$ cat src/logic/qrb_map.svh
// Opcodes, register map, field positions and phase counts of the sequencer.
// Functional notes
// - Wrap setting enables wrapping for later quad I/O reads, else reads run linear.
// - Wrapped output starts at the given address and cycles inside its aligned section.
// - Wrap-disable bit clear turns wrapping on; set turns it off.
// - Wrap-length field 00/01/10/11 selects 8/16/32/64 bytes; ignored when disabled.
// - Wrap-disable bit is set at reset; host rewrites it to enter wrap mode.
// - Stored wrap bits govern every later standard-mode quad I/O read and quad I/O word read until rewritten.
// - Quad I/O read in quad command mode never wraps.
// - Quad command mode dummy count follows the read parameter bits, default zero.
// - Mode byte counts as dummy clocks; default data follows the mode byte.
// - Continuous read works for quad I/O read in quad command mode too.
// - Word read: host gives even address; device waits two dummy clocks.
// - Word read is accepted only with the quad enable flag set.
// - Word read advances the address by one after every byte.
// - Word read key 10 makes the next read skip its opcode.
// - Wrap setting also applies to word reads in standard mode.
// - Octal word read: host aligns address to 16; no dummy clocks follow.
// - Octal word read is accepted only with the quad enable flag set.
// - Octal word read: mode bits 5:4 decide continuation; the other six mode bits are ignored.
// - Octal word read key 10 lets the next read start with the address.
// - Quad I/O read key 10 makes the next read skip its opcode.
`ifndef QRB_MAP_SVH
`define QRB_MAP_SVH
`define OP_QIO_READ  8'heb
`define OP_QIO_WORD  8'he7
`define OP_OCT_WORD  8'he3
`define OP_WRAP_CFG  8'h77
`define CRM_KEY      2'h2
`define WRAP_RST     3'h1
`define SPI_OP_LAST  6'h07
`define QCM_OP_LAST  6'h01
`define ADDR_LAST    6'h05
`define MODE_LAST    6'h01
`define WCFG_LAST    6'h1f
`define QIO_DUMMY    3'h4
`define WORD_DUMMY   3'h2
`define OCT_DUMMY    3'h0
`define QCM_DUMMY_LO 3'h0
`define QCM_DUMMY_P2 3'h2
`define QCM_DUMMY_P3 3'h4
`define CTRL_OFS     8'h00
`define STAT_OFS     8'h04
`define CTRL_QEN     0
`define CTRL_QCM     1
`define CTRL_PRM     4
`define STAT_WRAP    0
`define STAT_CONT    3
`define STAT_BUSY    4
`define STAT_OP      8
`endif

$ cat src/logic/qrb_pkg.sv
// Types shared by the quad read sequencer.
package qrb_pkg;
    typedef enum logic [7:0] {
        ST_IDLE  = 8'h01,
        ST_OPC   = 8'h02,
        ST_ADDR  = 8'h04,
        ST_MODE  = 8'h08,
        ST_DUMMY = 8'h10,
        ST_DATA  = 8'h20,
        ST_WCFG  = 8'h40,
        ST_IGN   = 8'h80
    } seq_state_t;
    typedef logic [23:0] flash_addr_t;
endpackage : qrb_pkg

$ cat src/logic/quad_read_burst_wrap.sv
// Quad read sequencer with burst wrap and continuous read, APB configured.
`include "qrb_map.svh"
module quad_read_burst_wrap import qrb_pkg::*; (
    // Clock and reset.
    input  wire logic        pclk,
    input  wire logic        presetn,
    // APB slave.
    input  wire logic        psel,
    input  wire logic        penable,
    input  wire logic        pwrite,
    input  wire logic [7:0]  paddr,
    input  wire logic [31:0] pwdata,
    output logic      [31:0] prdata,
    output logic             pready,
    output logic             pslverr,
    // Serial link.
    input  wire logic        sclk,
    input  wire logic        cs_n,
    input  wire logic [3:0]  io_i,
    output logic      [3:0]  io_o,
    output logic      [3:0]  io_oe,
    // Array read port.
    output flash_addr_t      mem_addr,
    input  wire logic [7:0]  mem_rdata
);
    logic        sck_s1, sck_s2, sck_s3, cs_s1, cs_s2;
    logic [3:0]  io_s1, io_s2;
    logic        rise, fall, sel;
    logic        qen_q, qcm_q;
    logic [1:0]  prm_q;
    logic [31:0] prdata_q, rd_d;
    logic        pready_q, pslverr_q, hit;
    seq_state_t  state_q;
    logic [5:0]  cnt_q, op_last;
    logic [31:0] sh_q, sh_d;
    logic [7:0]  op_q, cont_op_q;
    logic        cmd_qcm_q, wrap_act_q, cont_q, nib_q, quad_in, op_ok;
    flash_addr_t addr_q, addr_nx;
    logic [2:0]  wrap_q, dum_q, dseen_q;
    logic [5:0]  wmask;
    logic [3:0]  lo_q, io_o_q, io_oe_q;

    // Link pins pass two flip-flops; the third sclk stage only finds edges.
    always_ff @(posedge pclk or negedge presetn) begin
        if (!presetn) begin
            sck_s1 <= 1'b0;
            sck_s2 <= 1'b0;
            sck_s3 <= 1'b0;
            cs_s1  <= 1'b1;
            cs_s2  <= 1'b1;
            io_s1  <= 4'h0;
            io_s2  <= 4'h0;
        end else begin
            sck_s1 <= sclk;
            sck_s2 <= sck_s1;
            sck_s3 <= sck_s2;
            cs_s1  <= cs_n;
            cs_s2  <= cs_s1;
            io_s1  <= io_i;
            io_s2  <= io_s1;
        end
    end

    assign rise = sck_s2 & ~sck_s3;
    assign fall = ~sck_s2 & sck_s3;
    assign sel  = ~cs_s2;

    // APB: zero wait states, unmapped addresses answer with an error.
    assign hit = (paddr == `CTRL_OFS) || (paddr == `STAT_OFS);

    always_comb begin
        rd_d = 32'h0000_0000;
        if (paddr == `CTRL_OFS) begin
            rd_d[`CTRL_QEN]       = qen_q;
            rd_d[`CTRL_QCM]       = qcm_q;
            rd_d[`CTRL_PRM +: 2]  = prm_q;
        end else if (paddr == `STAT_OFS) begin
            rd_d[`STAT_WRAP +: 3] = wrap_q;
            rd_d[`STAT_CONT]      = cont_q;
            rd_d[`STAT_BUSY]      = sel;
            rd_d[`STAT_OP +: 8]   = op_q;
        end
    end

    always_ff @(posedge pclk or negedge presetn) begin
        if (!presetn) begin
            pready_q  <= 1'b0;
            pslverr_q <= 1'b0;
            prdata_q  <= 32'h0000_0000;
        end else begin
            pready_q <= psel & ~penable;
            if (psel && !penable) begin
                pslverr_q <= ~hit;
                prdata_q  <= pwrite ? 32'h0000_0000 : rd_d;
            end
        end
    end

    always_ff @(posedge pclk or negedge presetn) begin
        if (!presetn) begin
            qen_q <= 1'b0;
            qcm_q <= 1'b0;
            prm_q <= 2'h0;
        end else if (psel && penable && pready_q && pwrite &&
                     paddr == `CTRL_OFS) begin
            qen_q <= pwdata[`CTRL_QEN];
            qcm_q <= pwdata[`CTRL_QCM];
            prm_q <= pwdata[`CTRL_PRM +: 2];
        end
    end

    assign prdata  = prdata_q;
    assign pready  = pready_q;
    assign pslverr = pslverr_q;

    // Opcode in standard mode and the wrap bytes shift in on one line.
    always_comb begin
        quad_in = (state_q == ST_OPC) ? qcm_q : (state_q != ST_WCFG);
        sh_d    = quad_in ? {sh_q[27:0], io_s2} : {sh_q[30:0], io_s2[0]};
        op_last = qcm_q ? `QCM_OP_LAST : `SPI_OP_LAST;
        case (sh_d[7:0])
            `OP_QIO_READ: op_ok = qen_q;
            `OP_QIO_WORD: op_ok = qen_q & ~qcm_q;
            `OP_OCT_WORD: op_ok = qen_q & ~qcm_q;
            `OP_WRAP_CFG: op_ok = ~qcm_q;
            default:      op_ok = 1'b0;
        endcase
    end

    // Mode byte takes the default dummy clocks in quad command mode.
    function automatic logic [2:0] dummy_of(input logic [7:0] op,
                                            input logic       q,
                                            input logic [1:0] p);
        if (op == `OP_QIO_WORD) return `WORD_DUMMY;
        if (op == `OP_OCT_WORD) return `OCT_DUMMY;
        if (!q) return `QIO_DUMMY;
        case (p)
            2'h2:    return `QCM_DUMMY_P2;
            2'h3:    return `QCM_DUMMY_P3;
            default: return `QCM_DUMMY_LO;
        endcase
    endfunction : dummy_of

    // Wrapped advance keeps the section base and steps the low bits only.
    always_comb begin
        case (wrap_q[2:1])
            2'h0:    wmask = 6'h07;
            2'h1:    wmask = 6'h0f;
            2'h2:    wmask = 6'h1f;
            default: wmask = 6'h3f;
        endcase
        if (wrap_act_q) begin
            addr_nx = {addr_q[23:6],
                       (addr_q[5:0] & ~wmask) |
                       ((addr_q[5:0] + 6'h01) & wmask)};
        end else begin
            addr_nx = addr_q + 24'h00_0001;
        end
    end

    always_ff @(posedge pclk or negedge presetn) begin
        if (!presetn) begin
            state_q    <= ST_IDLE;
            cnt_q      <= 6'h00;
            sh_q       <= 32'h0000_0000;
            op_q       <= 8'h00;
            cmd_qcm_q  <= 1'b0;
            addr_q     <= 24'h00_0000;
            wrap_act_q <= 1'b0;
            dum_q      <= 3'h0;
            cont_q     <= 1'b0;
            cont_op_q  <= 8'h00;
            wrap_q     <= `WRAP_RST;
        end else if (!sel) begin
            state_q <= ST_IDLE;
            cnt_q   <= 6'h00;
        end else if (state_q == ST_IDLE) begin
            cnt_q     <= 6'h00;
            cmd_qcm_q <= qcm_q;
            if (cont_q) begin
                state_q <= ST_ADDR;
                op_q    <= cont_op_q;
            end else begin
                state_q <= ST_OPC;
            end
        end else if (rise) begin
            sh_q  <= sh_d;
            cnt_q <= cnt_q + 6'h01;
            case (state_q)
                ST_OPC: begin
                    if (cnt_q == op_last) begin
                        cnt_q <= 6'h00;
                        op_q  <= sh_d[7:0];
                        if (!op_ok) begin
                            state_q <= ST_IGN;
                        end else if (sh_d[7:0] == `OP_WRAP_CFG) begin
                            state_q <= ST_WCFG;
                        end else begin
                            state_q <= ST_ADDR;
                        end
                    end
                end
                ST_ADDR: begin
                    if (cnt_q == `ADDR_LAST) begin
                        cnt_q      <= 6'h00;
                        addr_q     <= sh_d[23:0];
                        dum_q      <= dummy_of(op_q, cmd_qcm_q, prm_q);
                        wrap_act_q <= ~wrap_q[0] & ~cmd_qcm_q &
                                      (op_q == `OP_QIO_READ ||
                                       op_q == `OP_QIO_WORD);
                        state_q    <= ST_MODE;
                    end
                end
                ST_MODE: begin
                    if (cnt_q == `MODE_LAST) begin
                        cnt_q     <= 6'h00;
                        cont_q    <= sh_d[5:4] == `CRM_KEY;
                        cont_op_q <= op_q;
                        state_q   <= (dum_q == 3'h0) ? ST_DATA : ST_DUMMY;
                    end
                end
                ST_DUMMY: begin
                    if (cnt_q[2:0] == dum_q - 3'h1) begin
                        state_q <= ST_DATA;
                    end
                end
                ST_WCFG: begin
                    if (cnt_q == `WCFG_LAST) begin
                        wrap_q  <= sh_d[6:4];
                        state_q <= ST_IGN;
                    end
                end
                ST_DATA, ST_IGN: begin
                    cnt_q <= 6'h00;
                end
                default: begin
                    state_q <= ST_IDLE;
                end
            endcase
        end else if (fall && state_q == ST_DATA && nib_q) begin
            addr_q <= addr_nx;
        end
    end

    // Data leaves high nibble first on falling sclk; pins drive only in data.
    always_ff @(posedge pclk or negedge presetn) begin
        if (!presetn) begin
            nib_q   <= 1'b0;
            lo_q    <= 4'h0;
            io_o_q  <= 4'h0;
            io_oe_q <= 4'h0;
        end else if (!sel || state_q != ST_DATA) begin
            nib_q   <= 1'b0;
            io_oe_q <= 4'h0;
        end else if (fall) begin
            io_oe_q <= 4'hf;
            nib_q   <= ~nib_q;
            if (!nib_q) begin
                io_o_q <= mem_rdata[7:4];
                lo_q   <= mem_rdata[3:0];
            end else begin
                io_o_q <= lo_q;
            end
        end
    end

    assign io_o     = io_o_q;
    assign io_oe    = io_oe_q;
    assign mem_addr = addr_q;

    // Counts dummy clocks seen, for the checks below.
    always_ff @(posedge pclk or negedge presetn) begin
        if (!presetn) begin
            dseen_q <= 3'h0;
        end else if (state_q == ST_MODE) begin
            dseen_q <= 3'h0;
        end else if (rise && state_q == ST_DUMMY) begin
            dseen_q <= dseen_q + 3'h1;
        end
    end

    property p_wrap_section;
        @(posedge pclk) disable iff (!presetn)
        (fall && state_q == ST_DATA && nib_q && wrap_act_q && sel) |=>
        (addr_q[23:6] == $past(addr_q[23:6])) &&
        ((addr_q[5:0] & ~wmask) == ($past(addr_q[5:0]) & ~wmask));
    endproperty
    a_wrap_section: assert property (p_wrap_section)
        else $error("wrapped address left its section");

    property p_linear_step;
        @(posedge pclk) disable iff (!presetn)
        (fall && state_q == ST_DATA && nib_q && !wrap_act_q && sel) |=>
        addr_q == $past(addr_q) + 24'h00_0001;
    endproperty
    a_linear_step: assert property (p_linear_step)
        else $error("linear read did not step by one");

    property p_wrap_enable;
        @(posedge pclk) disable iff (!presetn)
        ($rose(state_q == ST_DATA) && !cmd_qcm_q &&
         op_q == `OP_QIO_READ) |-> wrap_act_q == !wrap_q[0];
    endproperty
    a_wrap_enable: assert property (p_wrap_enable)
        else $error("wrap state disagrees with wrap-disable bit");

    property p_qcm_no_wrap;
        @(posedge pclk) disable iff (!presetn)
        (state_q == ST_DATA && cmd_qcm_q) |-> !wrap_act_q;
    endproperty
    a_qcm_no_wrap: assert property (p_qcm_no_wrap)
        else $error("read wraps in quad command mode");

    property p_word_dummy;
        @(posedge pclk) disable iff (!presetn)
        ($rose(state_q == ST_DATA) && op_q == `OP_QIO_WORD) |->
        dseen_q == 3'h2;
    endproperty
    a_word_dummy: assert property (p_word_dummy)
        else $error("word read dummy count is not two");

    property p_oct_dummy;
        @(posedge pclk) disable iff (!presetn)
        ($rose(state_q == ST_DATA) && op_q == `OP_OCT_WORD) |->
        dseen_q == 3'h0;
    endproperty
    a_oct_dummy: assert property (p_oct_dummy)
        else $error("octal word read used dummy clocks");

    property p_qcm_dummy;
        @(posedge pclk) disable iff (!presetn)
        ($rose(state_q == ST_DATA) && cmd_qcm_q &&
         op_q == `OP_QIO_READ) |->
        dseen_q == (prm_q == 2'h3 ? 3'h4 : prm_q == 2'h2 ? 3'h2 : 3'h0);
    endproperty
    a_qcm_dummy: assert property (p_qcm_dummy)
        else $error("quad command mode dummy count wrong");

    property p_cont_skip;
        @(posedge pclk) disable iff (!presetn)
        (state_q == ST_IDLE && sel && cont_q) |=> state_q == ST_ADDR;
    endproperty
    a_cont_skip: assert property (p_cont_skip)
        else $error("continuous read did not skip the opcode");

    property p_quad_gate;
        @(posedge pclk) disable iff (!presetn)
        (sel && rise && state_q == ST_OPC && cnt_q == op_last &&
         sh_d[7:0] == `OP_QIO_WORD && !qen_q) |=> state_q == ST_IGN;
    endproperty
    a_quad_gate: assert property (p_quad_gate)
        else $error("word read accepted without quad enable");

    property p_wrap_hold;
        @(posedge pclk) disable iff (!presetn)
        $changed(wrap_q) |-> $past(state_q) == ST_WCFG;
    endproperty
    a_wrap_hold: assert property (p_wrap_hold)
        else $error("wrap bits changed outside configuration");

    property p_oe_data;
        @(posedge pclk) disable iff (!presetn)
        (io_oe_q != 4'h0) |-> ($past(state_q) == ST_DATA && $past(sel));
    endproperty
    a_oe_data: assert property (p_oe_data)
        else $error("data pins driven outside data phase");

    property p_cv_wrap;
        @(posedge pclk) disable iff (!presetn)
        fall && state_q == ST_DATA && nib_q && wrap_act_q &&
        (addr_q[5:0] & wmask) == wmask;
    endproperty
    c_wrap: cover property (p_cv_wrap);

    property p_cv_cont;
        @(posedge pclk) disable iff (!presetn)
        state_q == ST_IDLE && sel && cont_q;
    endproperty
    c_cont: cover property (p_cv_cont);

    property p_cv_wcfg;
        @(posedge pclk) disable iff (!presetn)
        $changed(wrap_q);
    endproperty
    c_wcfg: cover property (p_cv_wcfg);
endmodule : quad_read_burst_wrap

$ cat config.mk
export PLATFORM = sky130hd
export DESIGN_NAME = quad_read_burst_wrap
export DESIGN_NICKNAME = d
export VERILOG_FILES = /design/src/logic/qrb_pkg.sv /design/src/logic/quad_read_burst_wrap.sv
export VERILOG_INCLUDE_DIRS = /design/src /design/src/logic
export SDC_FILE = /design/constraint.sdc
export NUM_CORES = 1
export LEC_CHECK = 0
export ABC_AREA = 1
export BUFFER_PORTS_ARGS = -buffer_cell sky130_fd_sc_hd__buf_4
export CAP_MARGIN = 40
export CORE_MARGIN = 3
export CORE_UTILIZATION = 25
export CTS_CLUSTER_SIZE = 30
export DETAILED_ROUTE_END_ITERATION = 6
export PLACE_DENSITY = 0.46
export SLEW_MARGIN = 20
export SYNTH_ARGS = -nofsm -noshare
export SYNTH_HDL_FRONTEND = slang
export SYNTH_SLANG_ARGS = --single-unit
$ cat constraint.sdc
create_clock -name pclk -period 2.27 [get_ports pclk]
set_input_delay 0.454 -clock pclk [delete_from_list [all_inputs] [get_ports pclk]]
set_output_delay 0.454 -clock pclk [all_outputs]
set_load 0.1 [all_outputs]
==> results.json <==
{
  "wirelength_um": 19400,
  "drt_iter0_drc": 316,
  "root_buffer": "clkbuf_16",
  "dp_cells": 1298,
  "cts_sinks": 128,
  "avgSynthCellArea_um2": 7.82,
  "setup-tns-final_ns": 0,
  "async_flop_share_pct": 100,
  "placementRows": 60,
  "required_ns": 2.58,
  "ant_nets": 0,
  "peakVddDrop_mv": 0.364,
  "rr_worst_depth": 15,
  "powerDensity_mw_per_mm2": 1100,
  "grt_antenna_before_repair": 0,
  "timing.rr.start": "state_q[5]",
  "grt_max_degree": 51,
  "final_cell_count_no_fill": 1331,
  "grt_pass1_wl_um": 31600,
  "outcome": "complete, no violations",
  "vias": 6043,
  "synth-main-ff-cell": "dfrtp_1",
  "utilization_pct": 31.6,
  "die_y_um": 172,
  "htreeDepth": 4,
  "hpwl_um": 14400,
  "drt_pre_antenna_iters": 5,
  "synth_edf_count": 0,
  "io_buffers": 78,
  "ioPinCount": 125,
  "worst_pin_slew_ns": 0.542,
  "syn_inst": 883,
  "clk_latency_ns": 0.42,
  "drive_gt1_share_pct": 20.0,
  "synth_area_mm2": 0.00691,
  "coreArea_mm2": 0.0270,
  "fill_cells": 2841,
  "hold_end": "io_s1[1]",
  "ys_seq_elements": 128,
  "grt_use_total_pct": 13.7,
  "fmax_mhz": 478,
  "finalSetupViolations": 0,
  "skew_ns": 0.00913,
  "slew_headroom_pct": 63.9,
  "slew_violations": 0,
  "final_area_mm2": 0.00854,
  "die_x_um": 172,
  "cap_viol_max_count": 0,
  "endpoint_kind": "flop",
  "area.growth.synth_to_final_pct": 23.7,
  "die_area_mm2": 0.0297,
  "cts_made_buffers": 17,
  "r2r_end": "state_q[7]",
  "initial_utilization_pct": 25.6,
  "yosysUniqueCellTypes": 50,
  "overflow": 0,
  "cp.arrival_ns": 2.40,
  "hold_depth": 1,
  "place_area_mm2": 0.00792,
  "period_needed_ns": 2.09,
  "clk_pin_slew_worst_paths_ns": 0.06,
  "clk_path_buf_depth": 2,
  "synth-seq-area-share_pct": 46.5,
  "antenna_cells": 0,
  "power_mw": 9.38,
  "fin_nets": 1040,
  "gp_congestion": 0.857,
  "grt_setup_unrepaired": "no",
  "critPathMaxFanout": 10,
  "period_share_pct": 92.1,
  "hold_path.class": "input port to flop",
  "p_leak_nw": 4.04,
  "r2r_slack_ns": 0.18,
  "cts_tree": "yes",
  "startpoint_type": "flop",
  "min_from": "io_i[1]",
  "routed_via_density": 4.54,
  "wl_per_cell_um": 14.5,
  "grt_pass1_vias": 5935,
  "path_class": "flop to flop",
  "drc": 0,
  "ys.warnings.count": 0,
  "hold_violations": 0
}
## area by class of cell
cell class / instances / area [µm²] / area share (%)
flip-flops and latches: 128 / 3220 / 37.7
multi-input cells: 626 / 3090 / 36.1
repair buffers: 104 / 837 / 9.80
well taps: 341 / 427 / 4.99
clock buffers: 17 / 425 / 4.98
inverters: 100 / 378 / 4.42
clock inverters: 15 / 173 / 2.02
## routing by layer
layer	share of wire, %	global-route usage, %	vias to the layer above	wire (µm)
met5	0	0	-	0
met4	1.3	4.27	0	259
met3	4.6	3.02	19	887
met2	45	20.9	129	8650
met1	49	19.3	2834	9560
li1	-	-	3061	-
## placed cells by master (no fill, tap or decap), types with 4 or more instances in the layout
cell / count
inv_1: 84
inv_2: 13
clkbuf_16: 17
mux2_2: 5
o22ai_1: 13
nor3_1: 13
inv_6: 5
or2_1: 4
xor2_1: 5
mux2i_1: 6
o21ai_1: 19
a31oi_1: 4
nor2_1: 72
nand3_1: 48
dfstp_2: 4
o211ai_1: 4
a21oi_1: 16
ha_1: 4
nor2_2: 4
buf_12: 4
nor4_1: 5
nand2_1: 229
buf_4: 98
nand4_1: 11
o31ai_1: 11
dfrtp_2: 7
nand2_2: 13
conb_1: 18
or2_2: 4
dfrtp_1: 117
o21ai_0: 96
## state kept, by name, indices dropped and copies added, names as in the netlist, 2 cells and up, named ones only
name       count
sh_q          23
mem_addr      21
prdata        14
cont_op_q      8
op_q           8
state_q        8
cnt_q          6
io_o           4
io_s1          4
io_s2          4
lo_q           4
wrap_q         3
dum_q          2
prm_q          2
## per-stage QoR
| step | setup slack (ns) | hold slack [ns] |
|---|---|---|
| 3_3_place_gp | 0.170 | 0.331 |
| 5_1_grt | 0.00318 | 0.108 |
| 2_1_floorplan | 0.0502 | 0.158 |
| 6_report | 0.178 | 0.135 |
| 4_1_cts | 0.162 | 0.113 |
| 3_5_place_dp | 0.183 | 0.335 |
## power by group
| group | total, mW | leakage (nW) | internal [mW] | switching, mW |
|---|---|---|---|---|
| Combinational | 3.42 | 2.11 | 0.875 | 2.54 |
| Sequential | 3.15 | 1.64 | 2.73 | 0.425 |
| Clock | 2.80 | 0.289 | 1.65 | 1.15 |
| Total | 9.38 | 4.04 | 5.25 | 4.12 |
## timing repair
| item | 4_1_cts | 5_1_grt |
|---|---|---|
| endpoints found under the setup margin | 0 | 5 |
| setup buffers | 0 | 0 |
| gates resized for setup | 0 | 6 |
| hold endpoints to repair | 3 | 0 |
| hold buffers | 1 | 0 |
## worst max-delay path, stage by stage (launching register included)
cell and delay (ns):
dfrtp_1 0.42, inv_2 0.08, nand2_2 0.09, nor2_1 0.24, nand2_4 0.15, buf_4 0.19, nand3_1 0.10, nand2_2 0.12
nand2_1 0.08, nand2_1 0.04, nor2_1 0.15, nand2_1 0.07, nand2_1 0.07, nand2_1 0.05, nand2_1 0.08, nand2_1 0.06
## cells in the mapped netlist, types with 2 or more instances
library cell	instances	area (µm²)
nand3_1	48	240
or2_2	4	25.0
xor2_1	5	43.8
dfrtp_1	124	3100
o211ai_1	4	30.0
nand2_4	2	22.5
mux2i_1	6	60.1
buf_4	25	188
inv_1	84	315
a21oi_1	16	80.1
a31oi_1	4	25.0
ha_1	4	50.1
o221ai_1	3	26.3
buf_2	5	25.0
o22ai_1	13	81.3
nor3_1	13	65.1
clkbuf_1	9	33.8
buf_6	5	56.3
nor4_1	6	37.5
buf_1	2	7.51
nor2_1	74	278
dfstp_2	4	105
inv_2	13	48.8
nor2_2	2	12.5
o21ai_0	99	495
or2_1	4	25.0
mux2_2	5	56.3
nand4_1	11	68.8
nor2_4	2	22.5
o21ai_1	16	80.1
nand2_1	229	860
o31ai_1	11	82.6
clkinv_1	2	7.51
nand2_2	13	81.3
## cell families (layout without fill, tap and decap cells)
family,count (synthesis),in the layout,share of synthesized area [%]
AO/OA/AOI/OAI,173,173,13.9
XOR/XNOR,6,6,0.761
adder cells (fa/ha/maj),4,4,0.725
buffers and inverters,146,236,9.95
flip-flops,128,128,46.5
multiplexers,11,11,1.69
other,1,18,0.0543
AND/OR/NAND/NOR,414,414,26.5
## worst max path at each step
stage	start	end	slack, ns	cells after the start
3_5_place_dp	state_q[0]	mem_addr[18]	0.18	10
5_1_grt	state_q[3]	state_q[7]	0.003	15
3_3_place_gp	state_q[3]	state_q[5]	0.17	10
6_report	state_q[5]	state_q[7]	0.18	15
2_1_floorplan	mem_addr[7]	mem_addr[18]	0.05	10
4_1_cts	state_q[0]	mem_addr[18]	0.16	10
Power figures use the tool's default switching activity.
